[src/verilog/ppo_port_regs.vh]
`ifndef PPO_PORT_REGS_VH
`define PPO_PORT_REGS_VH

// register indices; byte address on the bus is four times the index
`define PPO_IDX_W 6
`define PPO_IDX_E_LATCH 6'h03
`define PPO_IDX_CTRL 6'h04
`define PPO_IDX_D_PIN 6'h10
`define PPO_IDX_D_DIR 6'h11
`define PPO_IDX_D_LATCH 6'h12
`define PPO_IDX_C_PIN 6'h13
`define PPO_IDX_C_DIR 6'h14
`define PPO_IDX_C_LATCH 6'h15
`define PPO_IDX_B_PIN 6'h16
`define PPO_IDX_B_DIR 6'h17
`define PPO_IDX_B_LATCH 6'h18
`define PPO_IDX_A_PIN 6'h19
`define PPO_IDX_A_DIR 6'h1a
`define PPO_IDX_A_LATCH 6'h1b
// data-space alias bit: index plus 0x20 reaches the same register
`define PPO_ALIAS_BIT 5

// control register fields
`define PPO_CTRL_ASYNC_BIT 0
`define PPO_CTRL_EXTMEM_BIT 1
`define PPO_CTRL_COMPAT_BIT 2
`define PPO_CTRL_WMASK 8'h03

// reset values
`define PPO_LATCH_RST 8'h00
`define PPO_DIR_RST 8'h00
`define PPO_CTRL_RST 8'h00

// fifth port pin positions
`define PPO_G_XTAL_A 4
`define PPO_G_XTAL_B 3
`define PPO_G_ALE 2
`define PPO_G_RD 1
`define PPO_G_WR 0

`endif

[src/verilog/ppo_port_io.v]
// How it works
// - in compatibility mode the fifth port only serves its alternate functions
// - async timer select detaches fifth-port bit 4 for the timer oscillator
// - async timer select detaches fifth-port bit 3 for the timer oscillator
// - crystal pins: pull-up, direction, input overrides active with value zero
// - ext memory: bits 2,1 pull-up off, output, driven by strobe, no input override
// - ext memory: bit 0 pull-up off, output, follows write strobe
// - bit 2 of the fifth port carries the address latch enable
// - bit 1 of the fifth port carries the read strobe
// - bit 0 of the fifth port carries the write strobe
// - first port data at 0x1b, direction at 0x1a, read-write, reset zero
// - first port pin sample at 0x19, read-only, follows the pins
// - second port data, direction, pin at 0x18, 0x17, 0x16
// - third port data, direction, pin at 0x15, 0x14, 0x13, reset zero
// - fourth port data, direction, pin at 0x12, 0x11, 0x10, pin read-only
// - fifth-listed port data register at 0x03, read-write, reset zero
// - compatibility mode makes the third port a push-pull output driving its data register, zero after reset
// - third port takes that state straight from reset
//
// The Wishbone slave port is this design's own decision.
`timescale 1ns/1ns
`include "ppo_port_regs.vh"

module ppo_port_io (
    input wire mclk,
    input wire resetn,
    input wire wb_cyc_i,
    input wire wb_stb_i,
    input wire wb_we_i,
    input wire [7:0] wb_adr_i,
    input wire [3:0] wb_sel_i,
    input wire [31:0] wb_dat_i,
    output reg [31:0] wb_dat_o,
    output reg wb_ack_o,
    input wire compat_mode,
    input wire [7:0] pad_a_in,
    output reg [7:0] pad_a_out,
    output reg [7:0] pad_a_oe,
    output reg [7:0] pad_a_pullup,
    input wire [7:0] pad_b_in,
    output reg [7:0] pad_b_out,
    output reg [7:0] pad_b_oe,
    output reg [7:0] pad_b_pullup,
    input wire [7:0] pad_c_in,
    output reg [7:0] pad_c_out,
    output reg [7:0] pad_c_oe,
    output reg [7:0] pad_c_pullup,
    input wire [7:0] pad_d_in,
    output reg [7:0] pad_d_out,
    output reg [7:0] pad_d_oe,
    output reg [7:0] pad_d_pullup,
    output reg [7:0] port_e_latch,
    input wire ext_ale,
    input wire ext_rd_strobe,
    input wire ext_wr_strobe,
    input wire [4:0] pad_g_in,
    output reg [4:0] pad_g_out,
    output reg [4:0] pad_g_oe,
    output reg [4:0] pad_g_pullup,
    output reg [4:0] pad_g_din,
    output reg [1:0] timer_crystal_link
);

    localparam NPIN = 37;
    localparam NG = 5;

    // bus decode; the alias bit is ignored so both windows hit one register
    wire req = wb_cyc_i & wb_stb_i & ~wb_ack_o;
    wire [`PPO_IDX_W-1:0] idx_raw = wb_adr_i[7:2];
    wire [`PPO_IDX_W-1:0] idx = idx_raw & ~(6'h01 << `PPO_ALIAS_BIT);
    // a write lands on the edge that shows ack to the master and no earlier,
    // so a request withdrawn before its answer changes nothing
    wire wr_en = wb_cyc_i & wb_stb_i & wb_ack_o & wb_we_i & wb_sel_i[0];

    // one select per writable register; pin registers have none, so writes there vanish
    wire hit_a_latch = (idx == `PPO_IDX_A_LATCH);
    wire hit_a_dir = (idx == `PPO_IDX_A_DIR);
    wire hit_b_latch = (idx == `PPO_IDX_B_LATCH);
    wire hit_b_dir = (idx == `PPO_IDX_B_DIR);
    wire hit_c_latch = (idx == `PPO_IDX_C_LATCH);
    wire hit_c_dir = (idx == `PPO_IDX_C_DIR);
    wire hit_d_latch = (idx == `PPO_IDX_D_LATCH);
    wire hit_d_dir = (idx == `PPO_IDX_D_DIR);
    wire hit_e_latch = (idx == `PPO_IDX_E_LATCH);
    wire hit_ctrl = (idx == `PPO_IDX_CTRL);

    // software-visible registers and their next values
    reg [7:0] a_latch_q;
    reg [7:0] a_latch_d;
    reg [7:0] a_dir_q;
    reg [7:0] a_dir_d;
    reg [7:0] b_latch_q;
    reg [7:0] b_latch_d;
    reg [7:0] b_dir_q;
    reg [7:0] b_dir_d;
    reg [7:0] c_latch_q;
    reg [7:0] c_latch_d;
    reg [7:0] c_dir_q;
    reg [7:0] c_dir_d;
    reg [7:0] d_latch_q;
    reg [7:0] d_latch_d;
    reg [7:0] d_dir_q;
    reg [7:0] d_dir_d;
    reg [7:0] e_latch_q;
    reg [7:0] e_latch_d;
    reg [7:0] ctrl_q;
    reg [7:0] ctrl_d;

    // pin synchronisers: three stages, a change counts once stages two and three agree
    reg [NPIN-1:0] sync1_q;
    reg [NPIN-1:0] sync2_q;
    reg [NPIN-1:0] sync3_q;
    reg [NPIN-1:0] pin_q;
    wire [NPIN-1:0] pins_raw = {pad_g_in, pad_d_in, pad_c_in, pad_b_in, pad_a_in};

    // no reset here: the pins are unknown anyway; only stage two reads stage one
    always @(posedge mclk) begin
        sync1_q <= pins_raw;
        sync2_q <= sync1_q;
        sync3_q <= sync2_q;
    end

    // filtered pin image; zero in reset, live from the first edge after it, as the unreset stages keep sampling through reset
    genvar gi;
    generate
        for (gi = 0; gi < NPIN; gi = gi + 1) begin : g_filt
            always @(posedge mclk) begin
                if (!resetn) begin
                    pin_q[gi] <= 1'h0;
                end else if (sync2_q[gi] == sync3_q[gi]) begin
                    pin_q[gi] <= sync3_q[gi];
                end
            end
        end
    endgenerate

    // next values: only the addressed register takes the bus byte, the rest hold;
    // pin registers and unmapped indices have no select, so their data is dropped
    always @* begin
        a_latch_d = a_latch_q;
        a_dir_d = a_dir_q;
        b_latch_d = b_latch_q;
        b_dir_d = b_dir_q;
        c_latch_d = c_latch_q;
        c_dir_d = c_dir_q;
        d_latch_d = d_latch_q;
        d_dir_d = d_dir_q;
        e_latch_d = e_latch_q;
        ctrl_d = ctrl_q;
        if (wr_en) begin
            if (hit_a_latch) begin
                a_latch_d = wb_dat_i[7:0];
            end
            if (hit_a_dir) begin
                a_dir_d = wb_dat_i[7:0];
            end
            if (hit_b_latch) begin
                b_latch_d = wb_dat_i[7:0];
            end
            if (hit_b_dir) begin
                b_dir_d = wb_dat_i[7:0];
            end
            if (hit_c_latch) begin
                c_latch_d = wb_dat_i[7:0];
            end
            if (hit_c_dir) begin
                c_dir_d = wb_dat_i[7:0];
            end
            if (hit_d_latch) begin
                d_latch_d = wb_dat_i[7:0];
            end
            if (hit_d_dir) begin
                d_dir_d = wb_dat_i[7:0];
            end
            if (hit_e_latch) begin
                e_latch_d = wb_dat_i[7:0];
            end
            if (hit_ctrl) begin
                ctrl_d = wb_dat_i[7:0] & `PPO_CTRL_WMASK;
            end
        end
    end

    // register bank; reset clears every data and direction byte
    always @(posedge mclk) begin
        if (!resetn) begin
            a_latch_q <= `PPO_LATCH_RST;
            a_dir_q <= `PPO_DIR_RST;
            b_latch_q <= `PPO_LATCH_RST;
            b_dir_q <= `PPO_DIR_RST;
            c_latch_q <= `PPO_LATCH_RST;
            c_dir_q <= `PPO_DIR_RST;
            d_latch_q <= `PPO_LATCH_RST;
            d_dir_q <= `PPO_DIR_RST;
            e_latch_q <= `PPO_LATCH_RST;
            ctrl_q <= `PPO_CTRL_RST;
        end else begin
            a_latch_q <= a_latch_d;
            a_dir_q <= a_dir_d;
            b_latch_q <= b_latch_d;
            b_dir_q <= b_dir_d;
            c_latch_q <= c_latch_d;
            c_dir_q <= c_dir_d;
            d_latch_q <= d_latch_d;
            d_dir_q <= d_dir_d;
            e_latch_q <= e_latch_d;
            ctrl_q <= ctrl_d;
        end
    end

    // read mux; bits above the byte read zero, unmapped reads give zero
    reg [7:0] rd_byte;
    always @* begin
        rd_byte = 8'h00;
        case (idx)
            `PPO_IDX_A_LATCH: rd_byte = a_latch_q;
            `PPO_IDX_A_DIR: rd_byte = a_dir_q;
            `PPO_IDX_A_PIN: rd_byte = pin_q[7:0];
            `PPO_IDX_B_LATCH: rd_byte = b_latch_q;
            `PPO_IDX_B_DIR: rd_byte = b_dir_q;
            `PPO_IDX_B_PIN: rd_byte = pin_q[15:8];
            `PPO_IDX_C_LATCH: rd_byte = c_latch_q;
            `PPO_IDX_C_DIR: rd_byte = c_dir_q;
            `PPO_IDX_C_PIN: rd_byte = pin_q[23:16];
            `PPO_IDX_D_LATCH: rd_byte = d_latch_q;
            `PPO_IDX_D_DIR: rd_byte = d_dir_q;
            `PPO_IDX_D_PIN: rd_byte = pin_q[31:24];
            `PPO_IDX_E_LATCH: rd_byte = e_latch_q;
            `PPO_IDX_CTRL: rd_byte = ctrl_q | ({7'h00, compat_mode} << `PPO_CTRL_COMPAT_BIT);
            default: rd_byte = 8'h00;
        endcase
    end

    // classic slave: ack one cycle after the strobe, dropped the cycle after
    always @(posedge mclk) begin
        if (!resetn) begin
            wb_ack_o <= 1'h0;
            wb_dat_o <= 32'h00000000;
        end else begin
            wb_ack_o <= req;
            if (req) begin
                wb_dat_o <= {24'h000000, rd_byte};
            end
        end
    end

    // a pin that listens gets its pull-up from its latch bit; a driving pin never does
    wire [7:0] a_pullup_d = a_latch_q & ~a_dir_q;
    wire [7:0] b_pullup_d = b_latch_q & ~b_dir_q;
    // compatibility mode forces port c to drive, whatever its direction register holds
    wire [7:0] c_dir_eff = compat_mode ? 8'hff : c_dir_q;
    wire [7:0] c_pullup_d = c_latch_q & ~c_dir_eff;
    wire [7:0] d_pullup_d = d_latch_q & ~d_dir_q;

    // port a: direction one drives the latch, zero is an input
    always @(posedge mclk) begin
        if (!resetn) begin
            pad_a_out <= 8'h00;
            pad_a_oe <= 8'h00;
            pad_a_pullup <= 8'h00;
        end else begin
            pad_a_out <= a_latch_q;
            pad_a_oe <= a_dir_q;
            pad_a_pullup <= a_pullup_d;
        end
    end

    // port b, same shape as port a
    always @(posedge mclk) begin
        if (!resetn) begin
            pad_b_out <= 8'h00;
            pad_b_oe <= 8'h00;
            pad_b_pullup <= 8'h00;
        end else begin
            pad_b_out <= b_latch_q;
            pad_b_oe <= b_dir_q;
            pad_b_pullup <= b_pullup_d;
        end
    end

    // port c: the fuse is a level, so it sets the drive both in reset and on every later edge
    always @(posedge mclk) begin
        if (!resetn) begin
            pad_c_out <= 8'h00;
            pad_c_oe <= {8{compat_mode}};
            pad_c_pullup <= 8'h00;
        end else begin
            pad_c_out <= c_latch_q;
            pad_c_oe <= c_dir_eff;
            pad_c_pullup <= c_pullup_d;
        end
    end

    // port d, same shape as port a
    always @(posedge mclk) begin
        if (!resetn) begin
            pad_d_out <= 8'h00;
            pad_d_oe <= 8'h00;
            pad_d_pullup <= 8'h00;
        end else begin
            pad_d_out <= d_latch_q;
            pad_d_oe <= d_dir_q;
            pad_d_pullup <= d_pullup_d;
        end
    end

    // port e has no pads in this block; its latch is copied out for the pad ring
    always @(posedge mclk) begin
        if (!resetn) begin
            port_e_latch <= 8'h00;
        end else begin
            port_e_latch <= e_latch_q;
        end
    end

    // fifth port override pairs, bit order 4..0
    wire async_timer_clock_select = ctrl_q[`PPO_CTRL_ASYNC_BIT];
    wire ext_memory_enable = ctrl_q[`PPO_CTRL_EXTMEM_BIT];
    // the crystal pins answer to the timer select, the strobe pins to the memory enable
    wire [4:0] xtal_mask = {{2{async_timer_clock_select}}, 3'h0};
    wire [4:0] strobe_mask = {2'h0, {3{ext_memory_enable}}};
    // pull-up and direction: both groups force them, the strobes to output
    wire [4:0] pullup_override_enable = xtal_mask | strobe_mask;
    wire [4:0] pullup_override_value = 5'h00;
    wire [4:0] direction_override_enable = xtal_mask | strobe_mask;
    wire [4:0] direction_override_value = {2'h0, 3'h7};
    // output value: only the strobes; the oscillator owns the crystal pins
    wire [4:0] output_override_enable = strobe_mask;
    wire [4:0] output_override_value = {2'h0, ext_ale, ext_rd_strobe, ext_wr_strobe};
    // input gate: the crystal pins lose their digital input, the strobes keep theirs
    wire [4:0] input_gate_override_enable = xtal_mask;
    wire [4:0] input_gate_override_value = 5'h00;

    // no general register sits behind this port here, so the base is a bare input
    // without pull-up; compatibility mode also gates its digital input off
    wire [4:0] base_gate = {5{~compat_mode}};

    // one mux per pin and control; an active enable replaces the base control
    wire [4:0] g_pu;
    wire [4:0] g_dd;
    wire [4:0] g_pv;
    wire [4:0] g_gate;
    genvar gj;
    generate
        for (gj = 0; gj < NG; gj = gj + 1) begin : g_ovr
            assign g_pu[gj] = pullup_override_enable[gj] ?
                pullup_override_value[gj] : 1'h0;
            assign g_dd[gj] = direction_override_enable[gj] ?
                direction_override_value[gj] : 1'h0;
            assign g_pv[gj] = output_override_enable[gj] ?
                output_override_value[gj] : 1'h0;
            assign g_gate[gj] = input_gate_override_enable[gj] ?
                input_gate_override_value[gj] : base_gate[gj];
        end
    endgenerate

    // fifth port pads, registered like the rest so every output leaves a flip-flop
    always @(posedge mclk) begin
        if (!resetn) begin
            pad_g_out <= 5'h00;
            pad_g_oe <= 5'h00;
            pad_g_pullup <= 5'h00;
            pad_g_din <= 5'h00;
            timer_crystal_link <= 2'h0;
        end else begin
            pad_g_out <= g_pv;
            pad_g_oe <= g_dd;
            pad_g_pullup <= g_pu;
            pad_g_din <= pin_q[36:32] & g_gate;
            timer_crystal_link <= {2{async_timer_clock_select}};
        end
    end

endmodule // ppo_port_io

[config.mk]
export PLATFORM = sky130hd
export DESIGN_NAME = ppo_port_io
export DESIGN_NICKNAME = d
export VERILOG_FILES = /design/src/verilog/ppo_port_io.v
export VERILOG_INCLUDE_DIRS = /design/src /design/src/verilog
export SDC_FILE = /design/constraint.sdc
export NUM_CORES = 1
export LEC_CHECK = 0
export BUFFER_PORTS_ARGS = -buffer_cell sky130_fd_sc_hd__buf_2
export CORE_ASPECT_RATIO = 2
export CORE_UTILIZATION = 34
export CTS_BUF_LIST = sky130_fd_sc_hd__clkbuf_4 sky130_fd_sc_hd__clkbuf_8
export CTS_CLUSTER_DIAMETER = 30
export CTS_CLUSTER_SIZE = 24
export DETAILED_ROUTE_END_ITERATION = 16
export PLACE_DENSITY = 0.61
export REMOVE_ABC_BUFFERS = 1
export SLEW_MARGIN = 20
export SYNTH_ARGS = -nofsm -noshare
export SYNTH_HDL_FRONTEND = slang
export SYNTH_SLANG_ARGS = --single-unit
export TNS_END_PERCENT = 10
[constraint.sdc]
create_clock -name mclk -period 1.6 [get_ports mclk]
set_input_delay 0.24 -clock mclk [delete_from_list [all_inputs] [get_ports mclk]]
set_output_delay 0.24 -clock mclk [all_outputs]
set_load 0.02 [all_outputs]
== Word level (Yosys, flattened, before mapping) ==
Index checks and enable logic that the tools add are counted.
W data, S select, Z words.
Storage, ports and cells
  RAM bits: 0
  input port bits: 90
  latch bits: 0
  output and inout port bits: 159
  memories: 0
  memory bits (read-only): 0
  bits in registers: 351
Operators by class
  $lt $le $gt $ge: 0
  reductions and logical operators: 11
  bitwise logic cells: 18
  multiply operators: 0
  multiplexer cells: 7
  shift-type cells: 0
  div/mod/pow operators: 0
  equal/unequal tests: 51
  $add $sub $neg: 0
Operator list (number)
  $pmux W8 S14: 1
  $eq A5 B5 Y1 const B: 12
  $eq A1 B1 Y1: 37
  $and A8 B8 Y8: 4
  $not A8 Y8: 4
  $reduce_and A2 Y1: 11
  $mux W8: 2
  $and A1 B1 Y1: 5
  $and A5 B5 Y5: 1
  $eq A5 B2 Y1 const B: 1
  $eq A5 B3 Y1 const B: 1
  $mux W1: 4
  $or A1 B3 Y3 const A: 1
  $or A2 B3 Y3: 1
  $not A1 Y1: 2

== Logic depth before layout (Yosys ltp) ==
Gate-level depths: netlist of the first run.
  word-level depth: 5
  mapped depth: 8

== Least setup slack after synthesis of the first run ==
No wires, ideal clock.
  path kind: register -> register
  start: register wb_ack_o
  end: register e_latch_q[0]
  data arrival time: 1.576 ns
  cell stages (with the launch flop): 8
  slack: -0.099 ns
  library setup time: 0.122 ns
  cells stage by stage: dfxtp_1 nand3_1 nor2_1 clkbuf_1 buf_1 nand2_1 nand2_1 a21boi_0
On the way
  cells in the longest elaborated chain, start to end: 4
RTL lines
  start, declared: RTL line ppo_port_io.v:34  | output reg wb_ack_o,
  start signal, assigned: RTL line ppo_port_io.v:240  | wb_ack_o <= req;
  $and A1 B1 Y1 (3 in a row): RTL line ppo_port_io.v:73  | wire wr_en = wb_cyc_i & wb_stb_i & wb_ack_o & wb_we_i & wb_sel_i[0];
  $reduce_and A2 Y1 (no line)
  end signal, assigned: RTL line ppo_port_io.v:195  | e_latch_q <= `PPO_LATCH_RST;
  end signal, assigned: RTL line ppo_port_io.v:206  | e_latch_q <= e_latch_d;
  end, declared: RTL line ppo_port_io.v:104  | reg [7:0] e_latch_q;
No other way between the ends.
A chain may end at the register's enable or synchronous reset.

== Worst setup path in the final report of the first run ==
  start: register wb_ack_o
  end: register d_latch_q[6]
On the way
  cells in the longest elaborated chain, start to end: 4
RTL lines
  $and A1 B1 Y1 (3 in a row): RTL line ppo_port_io.v:73
  $reduce_and A2 Y1 (no line)
  end signal, assigned: RTL line ppo_port_io.v:193  | d_latch_q <= `PPO_LATCH_RST;
  end signal, assigned: RTL line ppo_port_io.v:204  | d_latch_q <= d_latch_d;
  end, declared: RTL line ppo_port_io.v:100  | reg [7:0] d_latch_q;
No other way between the ends.

==> flow_summary.yaml, run 1 <==
clocking:
  cts_sinks: 345
  clk_latency_ns: 0.57
  root_buffer: "clkbuf_8"
  cts_buffers: 41
  tritoncts: "built"
  clk_pin_slew_ns: 0.09
  clock_path_buffers: 3
  htreeDepth: 2
drt:
  first_iter_violations: 355
  first_pass_iters: 4
  ant_nets: 0
  wire_per_inst_um: 16.19
  via_per_inst: 4.463
  wl_um: 28540
  num_vias: 7868
  drc: 0
yosys:
  synth_cell_type_count: 58
  synth_cells: 1002
  synth.avg_cell_area_um2: 11.14
  synth_area_leaders: "dfxtp_1, mux2i_1, nor2b_1"
  synth_flop_cell: "dfxtp_1"
  synth_top_area_share_pct: 61.88
  ys_seq_area_share_pct: 61.88
  synthesis.area_mm2: 0.01116
  yosysTopAreaCell: "dfxtp_1"
  ys_warn_count: 0
  ys_ff_latch: 345
  synth-async-reset-ratio_pct: 0
  synth_edf_count: 0
setup_path:
  crit_chain: "nand3_1 -> nor2_2 -> buf_12 -> and2_1 -> buf_12 -> nand2_1 -> a21boi_0"
  critPathArrivalTime_ns: 1.97
  crit_type: "reg -> reg"
  cp_slowest_cell: "dfxtp_1"
  crit_fanout: 20
  slowest_delay_ns: 0.38
  crit_required_ns: 2.09
  worstSetupStartpointType: "register"
  crit_top_cell: "buf_12"
  cp_top_family: "simple AND/OR/NAND/NOR gates"
  path_buf_inv: 2
  worst_setup_path_end_kind: "register"
cells_and_area:
  final_common_cell: "dfxtp_1"
  area_growth_pct: 28.88
  drive_above_1_share_pct: 27.06
  num-nets-final: 1392
  mostFrequentLayoutCells: "dfxtp_1, buf_2, nand2_1"
  fin_area_mm2: 0.01439
grt:
  busiest_layer: "met2"
  grt_max_degree: 72
  grt.total_usage_pct: 17.18
  antenna_found_initial: 3
  grt_use_met2_pct: 32.09
  grt_pass1_wl_um: 43100
  overflow: 0
  gr-usage-met1_pct: 17.56
  grt_pass1_vias: 7812
  grt_use_met3_pct: 2.931
placed_design:
  portBuffers: 185
  place_congestion: 0.8912
  placed_cell_area_mm2: 0.01298
  place_hpwl_um: 21100
  post-place-ws_ns: -0.3160
pwr:
  p_leak_nw: 6.409
  ir_worst_vdd_v: 0.0007783
  p_per_area_mw_per_mm2: 1140
outcome:
  status: "finished clean"
floorplan:
  start_util_pct: 34.63
  io_pins: 249
  row_count: 93
  coreArea_mm2: 0.03223
  dieArea_mm2: 0.03360
  die_w_um: 130.1
  die_h_um: 258.2
timing:
  worst_pin_slew_ns: 0.5441
  setup_slack_ns: 0.1142
  final-setup-viol-count: 0
  max_freq_mhz: 673.0
  slew-limit-headroom_pct: 63.73
  final_hold_viol_count: 0
  finalMaxSlewViolations: 0
  min_period_ns: 1.486
  finalCritPeriodShare_pct: 92.86
  skew_ns: 0.01907
min_path:
  hold_class: "in -> reg"
job:
  drv_cap: 0
-- power by group --
| group | internal (mW) | switching (mW) |
|---|---|---|
| sequential | 8.81 | 0.111 |
| clock | 3.03 | 3.66 |
| combinational | 0.353 | 0.434 |
| total | 12.2 | 4.20 |
-- cells by family after synthesis --
family	after synthesis	synth area share [%]
multiplexers	80	7.196
AO/OA/AOI/OAI	157	9.696
flip-flops	345	61.88
other	1	0.03360
AND/OR/NAND/NOR	323	16.50
buffers and inverters	96	4.697
-- final timing paths --
kind | end | depth (start not counted) | slack (ns) | startpoint
setup / recovery | d_latch_q[6] | 7 | 0.11 | wb_ack_o
hold / removal | c_dir_q[4] | 3 | 0.05 | wb_dat_i[4]
setup reg to reg | d_latch_q[6] | 7 | 0.11 | wb_ack_o
hold reg to reg | sync2_q[5] | 0 | 0.31 | sync1_q[5]
-- metrics by stage --
stage                     cells  total power [mW]  util, %   TNS [ns]  hold slack, ns
after floorplan             942             9.364        -     -29.83          0.2677
after global placement     1641             9.806    40.26     -6.206          0.3113
after detailed placement   1641             9.821    40.26     -7.602          0.3121
after CTS                  1761             16.62    44.59          0        0.009101
after global routing       1763             17.12    44.63  -0.003854         0.01971
final                      1763             16.40    44.63          0         0.04875
-- state kept, by name (all words and copies together) (netlist names), 37 cells and up --
signal / cells
pin_q: 37
sync1_q: 37
sync2_q: 37
sync3_q: 37
-- Yosys cell counts (5+ instances only) --
master and count:
and2_1 73, nand4_1 5, nand3_1 14, clkbuf_1 38, nor3b_1 13, a21boi_0 59, nor2b_1 78, mux2i_1 78
o21ai_0 44, and3_1 7, nand2_1 93, a21oi_1 5, buf_2 14, buf_4 39, nor2_1 9, dfxtp_1 345
a21o_1 8
-- worst min-delay path, stage by stage --
cell and delay [ns]:
buf_2 0.19, nand2_1 0.08, a21boi_0 0.07
-- layout make-up --
cell class | instances | area, um^2
fill | 3087 | 17850
sequential | 345 | 6907
multi-input combinational | 593 | 3865
timing repair buffer | 317 | 2120
clock buffer | 45 | 606.8
tap | 427 | 534.3
clock inverter | 30 | 332.8
inverter | 4 | 15.01
antenna | 2 | 5.005
-- timing repair --
item,CTS,global route
hold buffers,45,0
buffers inserted,0,0
cloned,0,0
gates resized for setup,3,3
setup endpoints to repair,9,7
endpoints found under the hold margin,56,0
-- layer usage --
layer / routed length [um] / share of wire (%)
met5: 17 / 0.060
met3: 1144 / 4.0
met4: 1160 / 4.1
met2: 15610 / 55
met1: 10600 / 37
Note: power is estimated with default switching activity, not from simulation.
==> run 2: changes to the inputs <==
- GPL_TIMING_DRIVEN: not set -> 0
- REMOVE_ABC_BUFFERS: 1 -> not set
==> flow_summary.yaml, run 2 (same netlist as run 1, synthesis figures left out) <==
outcome:
  status: "finished clean"
setup_path:
  cp_slowest_cell: "a2111oi_0"
  worstSetupStartpointType: "input port"
  slowest_delay_ns: 0.39
  r2r_setup_slack_ns: 0.12
  worst_setup_path_end_kind: "register"
  path_buf_inv: 3
  cp_top_family: "buffers and inverters"
  r2r_start: "wb_ack_o"
  crit_type: "in -> reg"
  crit_top_cell: "buf_2"
  r2r-end: "b_latch_q[4]"
  crit_fanout: 10
  critPathArrivalTime_ns: 1.99
  crit_required_ns: 2.05
  crit_chain: "buf_2 -> buf_2 -> buf_2 -> nor2_1 -> nand3_1 -> o21ai_0 -> a2111oi_0 -> o21ai_1"
  r2r.worst_path.cells: 7
timing:
  slew-limit-headroom_pct: 40.85
  whs_ns: 0.1091
  worst_pin_slew_ns: 0.8873
  finalMaxSlewViolations: 0
  final-setup-viol-count: 0
  finalCritPeriodShare_pct: 96.28
  final_hold_viol_count: 0
  rsz0062_at_grt: "false"
  max_freq_mhz: 649.1
  min_period_ns: 1.541
  fin_tns_setup_ns: 0
  skew_ns: 0.01823
min_path:
  hold_class: "in -> reg"
  whs_endpoint: "pad_c_pullup[1]"
  hold_depth: 3
  min_from: "resetn"
drt:
  wire_per_inst_um: 18.13
  first_iter_violations: 308
  drc: 0
  num_vias: 7821
  wl_um: 31580
  via_per_inst: 4.490
  ant_nets: 0
  first_pass_iters: 5
pwr:
  p_per_area_mw_per_mm2: 1146
  p_leak_nw: 6.207
  ir_worst_vdd_v: 0.0008599
grt:
  overflow: 0
  antenna_found_initial: 4
  grt_max_degree: 19
  grt_pass1_vias: 7851
  grt_pass1_wl_um: 46360
  grt.total_usage_pct: 19.12
clocking:
  tritoncts: "built"
  root_buffer: "clkbuf_8"
  clk_pin_slew_ns: 0.09
  cts_buffers: 37
  htreeDepth: 2
  clk_latency_ns: 0.57
  post-cts-setup-buffers: 0
  clock_path_buffers: 3
  cts_sinks: 345
floorplan:
  row_count: 93
  io_pins: 249
  start_util_pct: 34.63
  dieArea_mm2: 0.03360
  die_w_um: 130.1
  die_h_um: 258.2
  coreArea_mm2: 0.03223
job:
  drv_cap: 0
cells_and_area:
  final_common_cell: "dfxtp_1"
  finish.utilization_pct: 43.75
  drive_above_1_share_pct: 24.81
  fill_cells: 3104
  area_growth_pct: 26.33
  mostFrequentLayoutCells: "dfxtp_1, buf_2, nand2_1"
  num-nets-final: 1377
placed_design:
  place_congestion: 1.005
  place_hpwl_um: 24090
  portBuffers: 175
[run 2: cell count changes in the layout (fill, tap and decap cells not counted), moves of 3 or more]
cell           previous run  this run
buf_12                    7         0
inv_6                     7         4
clkbuf_1                  0        31
buf_4                    81        42
clkbuf_8                 43        40
dlygate4sd3_1            45        40
clkbuf_2                  0         5
inv_8                     5         0
[run 2: final cells by class]
class	count	area (um^2)	share of cell area (%)
inverter	4	15.01	0.1065
timing repair buffer	215	1276	9.051
antenna	1	2.502	0.01775
buffer	91	536.8	3.807
clock inverter	23	295.3	2.094
multi-input combinational	593	3966	28.13
clock buffer	43	566.8	4.020
sequential	345	6908	48.99
tap	427	534.3	3.789
[run 2: timing repair]
item                       in CTS  in global routing
setup endpoints to repair      83                 54
pin swaps                       0                  1
hold buffers                   40                  0
hold endpoints to repair       40                  0
resized for setup              21                 21
[run 2: worst register-to-register path, cell delays in order (launching register included)]
cell and delay [ns]:
dfxtp_2 0.38, nand3_1 0.09, nor2_2 0.11, clkbuf_8 0.21, and2_1 0.16, buf_6 0.17, mux2i_1 0.20, nor2b_1 0.07
[run 2: worst max-delay path by stage]
stage,from,to,slack (ns),depth (start not counted)
3_3_place_gp,wb_adr_i[2],wb_dat_o[0],-0.85,8
2_1_floorplan,wb_ack_o,c_latch_q[0],-0.09,6
5_1_grt,wb_ack_o,d_latch_q[0],0.002,7
4_1_cts,b_dir_q[0],wb_dat_o[0],-0.09,5
3_5_place_dp,wb_adr_i[2],wb_dat_o[0],-0.82,8
6_report,wb_adr_i[2],wb_dat_o[2],0.06,8
[run 2: metrics by stage]
step	setup slack (ns)	power (mW)	cells	instance area (um^2)
floorplan	-0.09101	9.543	1034	11280
global placement	-0.8473	9.837	1636	12690
detailed placement	-0.8234	9.853	1636	12690
CTS	-0.09261	16.37	1741	14030
global route	0.001652	16.79	1742	14100
finish	0.05945	16.15	1742	14100
[run 2: routing by layer]
metal / vias up / track usage [%] / share of wire [%] / wire length, um
li1: 3893 / - / - / -
met1: 3573 / 18.40 / 35 / 11020
met2: 265 / 35.68 / 53 / 16790
met3: 84 / 3.035 / 4.8 / 1516
met4: 6 / 13.95 / 7.0 / 2216
met5: - / 0 / 0.10 / 33
[run 2: where the power goes]
part	switching (mW)	total, mW	internal [mW]	leakage (nW)
Combinational	0.485	0.819	0.335	2.94
Clock	3.35	6.41	3.06	0.430
Sequential	0.118	8.92	8.81	2.83
==> run 3: changes to the inputs <==
- ABC_AREA: not set -> 1
- PLACE_DENSITY: 0.61 -> 0.62
==> flow_summary.yaml, run 3 <==
yosys:
  synth_top_area_share_pct: 63.24
  synth-async-reset-ratio_pct: 0
  synth_edf_count: 0
  yosysMostFrequentCell: "dfxtp_1"
  synth_cells: 1249
  synth_cell_type_count: 21
  synth.avg_cell_area_um2: 8.744
  synth_area_leaders: "dfxtp_1, nand2_1, nor2_1"
  ys_warn_count: 0
  ys_ff_latch: 345
  synthesis.area_mm2: 0.01092
  yosysTopAreaCell: "dfxtp_1"
  ys_seq_area_share_pct: 63.24
  synth_flop_cell: "dfxtp_1"
  synthTopCellsByCount: "dfxtp_1, nand2_1, nor2_1"
timing:
  slew-limit-headroom_pct: 43.60
  finalCritPeriodShare_pct: 97.32
  final-setup-viol-count: 0
  skew_ns: 0.01971
  min_period_ns: 1.557
  final_hold_viol_count: 0
  whs_ns: 0.06136
  fin_tns_setup_ns: 0
  max_freq_mhz: 642.2
  worst_pin_slew_ns: 0.8461
  finalMaxSlewViolations: 0
  rsz0062_at_grt: "true"
setup_path:
  crit_cells: 7
  startpoint: "wb_ack_o"
  cp_slowest_cell: "dfxtp_1"
  r2r_start: "wb_ack_o"
  crit_chain: "nand4_1 -> inv_2 -> buf_4 -> nand3_2 -> buf_6 -> o21ai_0 -> a21oi_1"
  worst_setup_path_end_kind: "register"
  r2r-end: "b_latch_q[6]"
  path_buf_inv: 3
  endpoint: "b_latch_q[6]"
  worstSetupStartpointType: "register"
  crit_type: "reg -> reg"
  critPathArrivalTime_ns: 2.02
  slowest_delay_ns: 0.36
  crit_required_ns: 2.06
  crit_fanout: 10
  r2r.worst_path.cells: 7
  r2r_setup_slack_ns: 0.04
  cp_top_family: "buffers and inverters"
clocking:
  tritoncts: "built"
  htreeDepth: 2
  root_buffer: "clkbuf_8"
  clk_pin_slew_ns: 0.09
  cts_sinks: 345
  clk_latency_ns: 0.57
  clock_path_buffers: 3
  cts_buffers: 38
pwr:
  p_per_area_mw_per_mm2: 1167
  design_power_total_mw: 16.12
  p_leak_nw: 6.783
  ir_worst_vdd_v: 0.0005678
drt:
  drc: 0
  wl_um: 30230
  wire_per_inst_um: 15.13
  first_iter_violations: 485
  ant_nets: 0
  first_pass_iters: 5
  via_per_inst: 4.453
  num_vias: 8898
floorplan:
  io_pins: 249
  die_w_um: 128.7
  coreArea_mm2: 0.03154
  start_util_pct: 34.63
  dieArea_mm2: 0.03289
  row_count: 92
  die_h_um: 255.5
min_path:
  hold_class: "in -> reg"
  hold_depth: 3
cells_and_area:
  drive_above_1_share_pct: 21.04
  num-nets-final: 1635
  seq_area_mm2: 0.006907
  final_common_cell: "dfxtp_1"
  area_growth_pct: 26.53
  fin_cells: 1998
  fill_cells: 3230
  multi_input_area_mm2: 0.003173
  mostFrequentLayoutCells: "dfxtp_1, nand2_1, buf_2"
  fin_area_mm2: 0.01382
outcome:
  status: "finished clean"
grt:
  grt.total_usage_pct: 18.35
  grt_pass1_vias: 8516
  grt_max_degree: 20
  grt_pass1_wl_um: 45660
  antenna_found_initial: 4
  overflow: 0
placed_design:
  place_congestion: 0.9176
  portBuffers: 181
  placed_cell_area_mm2: 0.01248
  dp_cells: 1885
  place_hpwl_um: 22600
job:
  drv_cap: 0
-- run 3: cell types whose count changed after synthesis, moves of 13 or more --
| cell | change |
|---|---|
| nor2_1 | +155 |
| nor3_1 | +17 |
| nand3_1 | +37 |
| clkbuf_1 | -15 |
| nand2_1 | +109 |
| and2_1 | -73 |
| mux2i_1 | -78 |
| a21boi_0 | -59 |
| nor2b_1 | -78 |
| nand4_1 | +18 |
| o21ai_0 | +73 |
| a21oi_1 | +84 |
| inv_1 | +135 |
| nor3b_1 | -13 |
-- run 3: cell families after synthesis --
group | after synthesis | share of synthesized area [%]
simple gates | 476 | 18.27
buf+inv | 221 | 9.016
flops | 345 | 63.24
compound gates | 206 | 9.440
other cells | 1 | 0.03434
-- run 3: tightest hold or removal path, cell delays in order --
cell and delay (ns):
buf_2 0.18, nand3_1 0.11, a21oi_1 0.06
-- run 3: repair_timing --
item                                    4_1_cts  5_1_grt
setup buffers                                 0        2
endpoints found under the setup margin       38       39
endpoints found under the hold margin        41        0
resized for setup                             6       18
hold buffers                                 41        0
pin swaps                                     0        1
-- run 3: how the worst min path moves through the flow --
stage | from | end
floorplan | pad_a_in[0] | sync1_q[0]
global placement | sync1_q[31] | sync2_q[31]
detailed placement | sync1_q[13] | sync2_q[13]
CTS | wb_dat_i[7] | c_latch_q[7]
global route | wb_dat_i[7] | c_latch_q[7]
finish | wb_dat_i[7] | c_latch_q[7]
-- run 3: cell type report --
cell class / instances / area share [%]
Antenna cell: 2 / 0.03622
Buffer: 79 / 3.377
Clock buffer: 42 / 4.183
Tap cell: 423 / 3.830
Timing Repair Buffer: 224 / 9.633
Clock inverter: 26 / 2.146
Inverter: 142 / 3.857
Multi-Input combinational cell: 715 / 22.96
Sequential cell: 345 / 49.98
-- run 3: metal layers --
| metal | part of all wire, % | GRT usage (%) |
|---|---|---|
| met1 | 35 | 17.78 |
| met2 | 52 | 33.89 |
| met3 | 6.2 | 3.308 |
| met4 | 7.1 | 13.27 |
| met5 | 0.053 | 0 |
-- run 3: metrics by stage --
step | worst slack [ns] | util (%)
2_1_floorplan | 0.1324 | -
3_3_place_gp | -0.5653 | 39.56
3_5_place_dp | -0.5410 | 39.56
4_1_cts | 0.03642 | 43.67
5_1_grt | -0.04410 | 43.82
6_report | 0.04291 | 43.82
-- run 3: power breakdown --
| group | switching [mW] | leakage (nW) | internal, mW |
|---|---|---|---|
| clock | 3.57 | 0.446 | 2.89 |
| combinational | 0.484 | 3.51 | 0.280 |
| sequential | 0.107 | 2.83 | 8.80 |
| total | 4.16 | 6.78 | 12.0 |
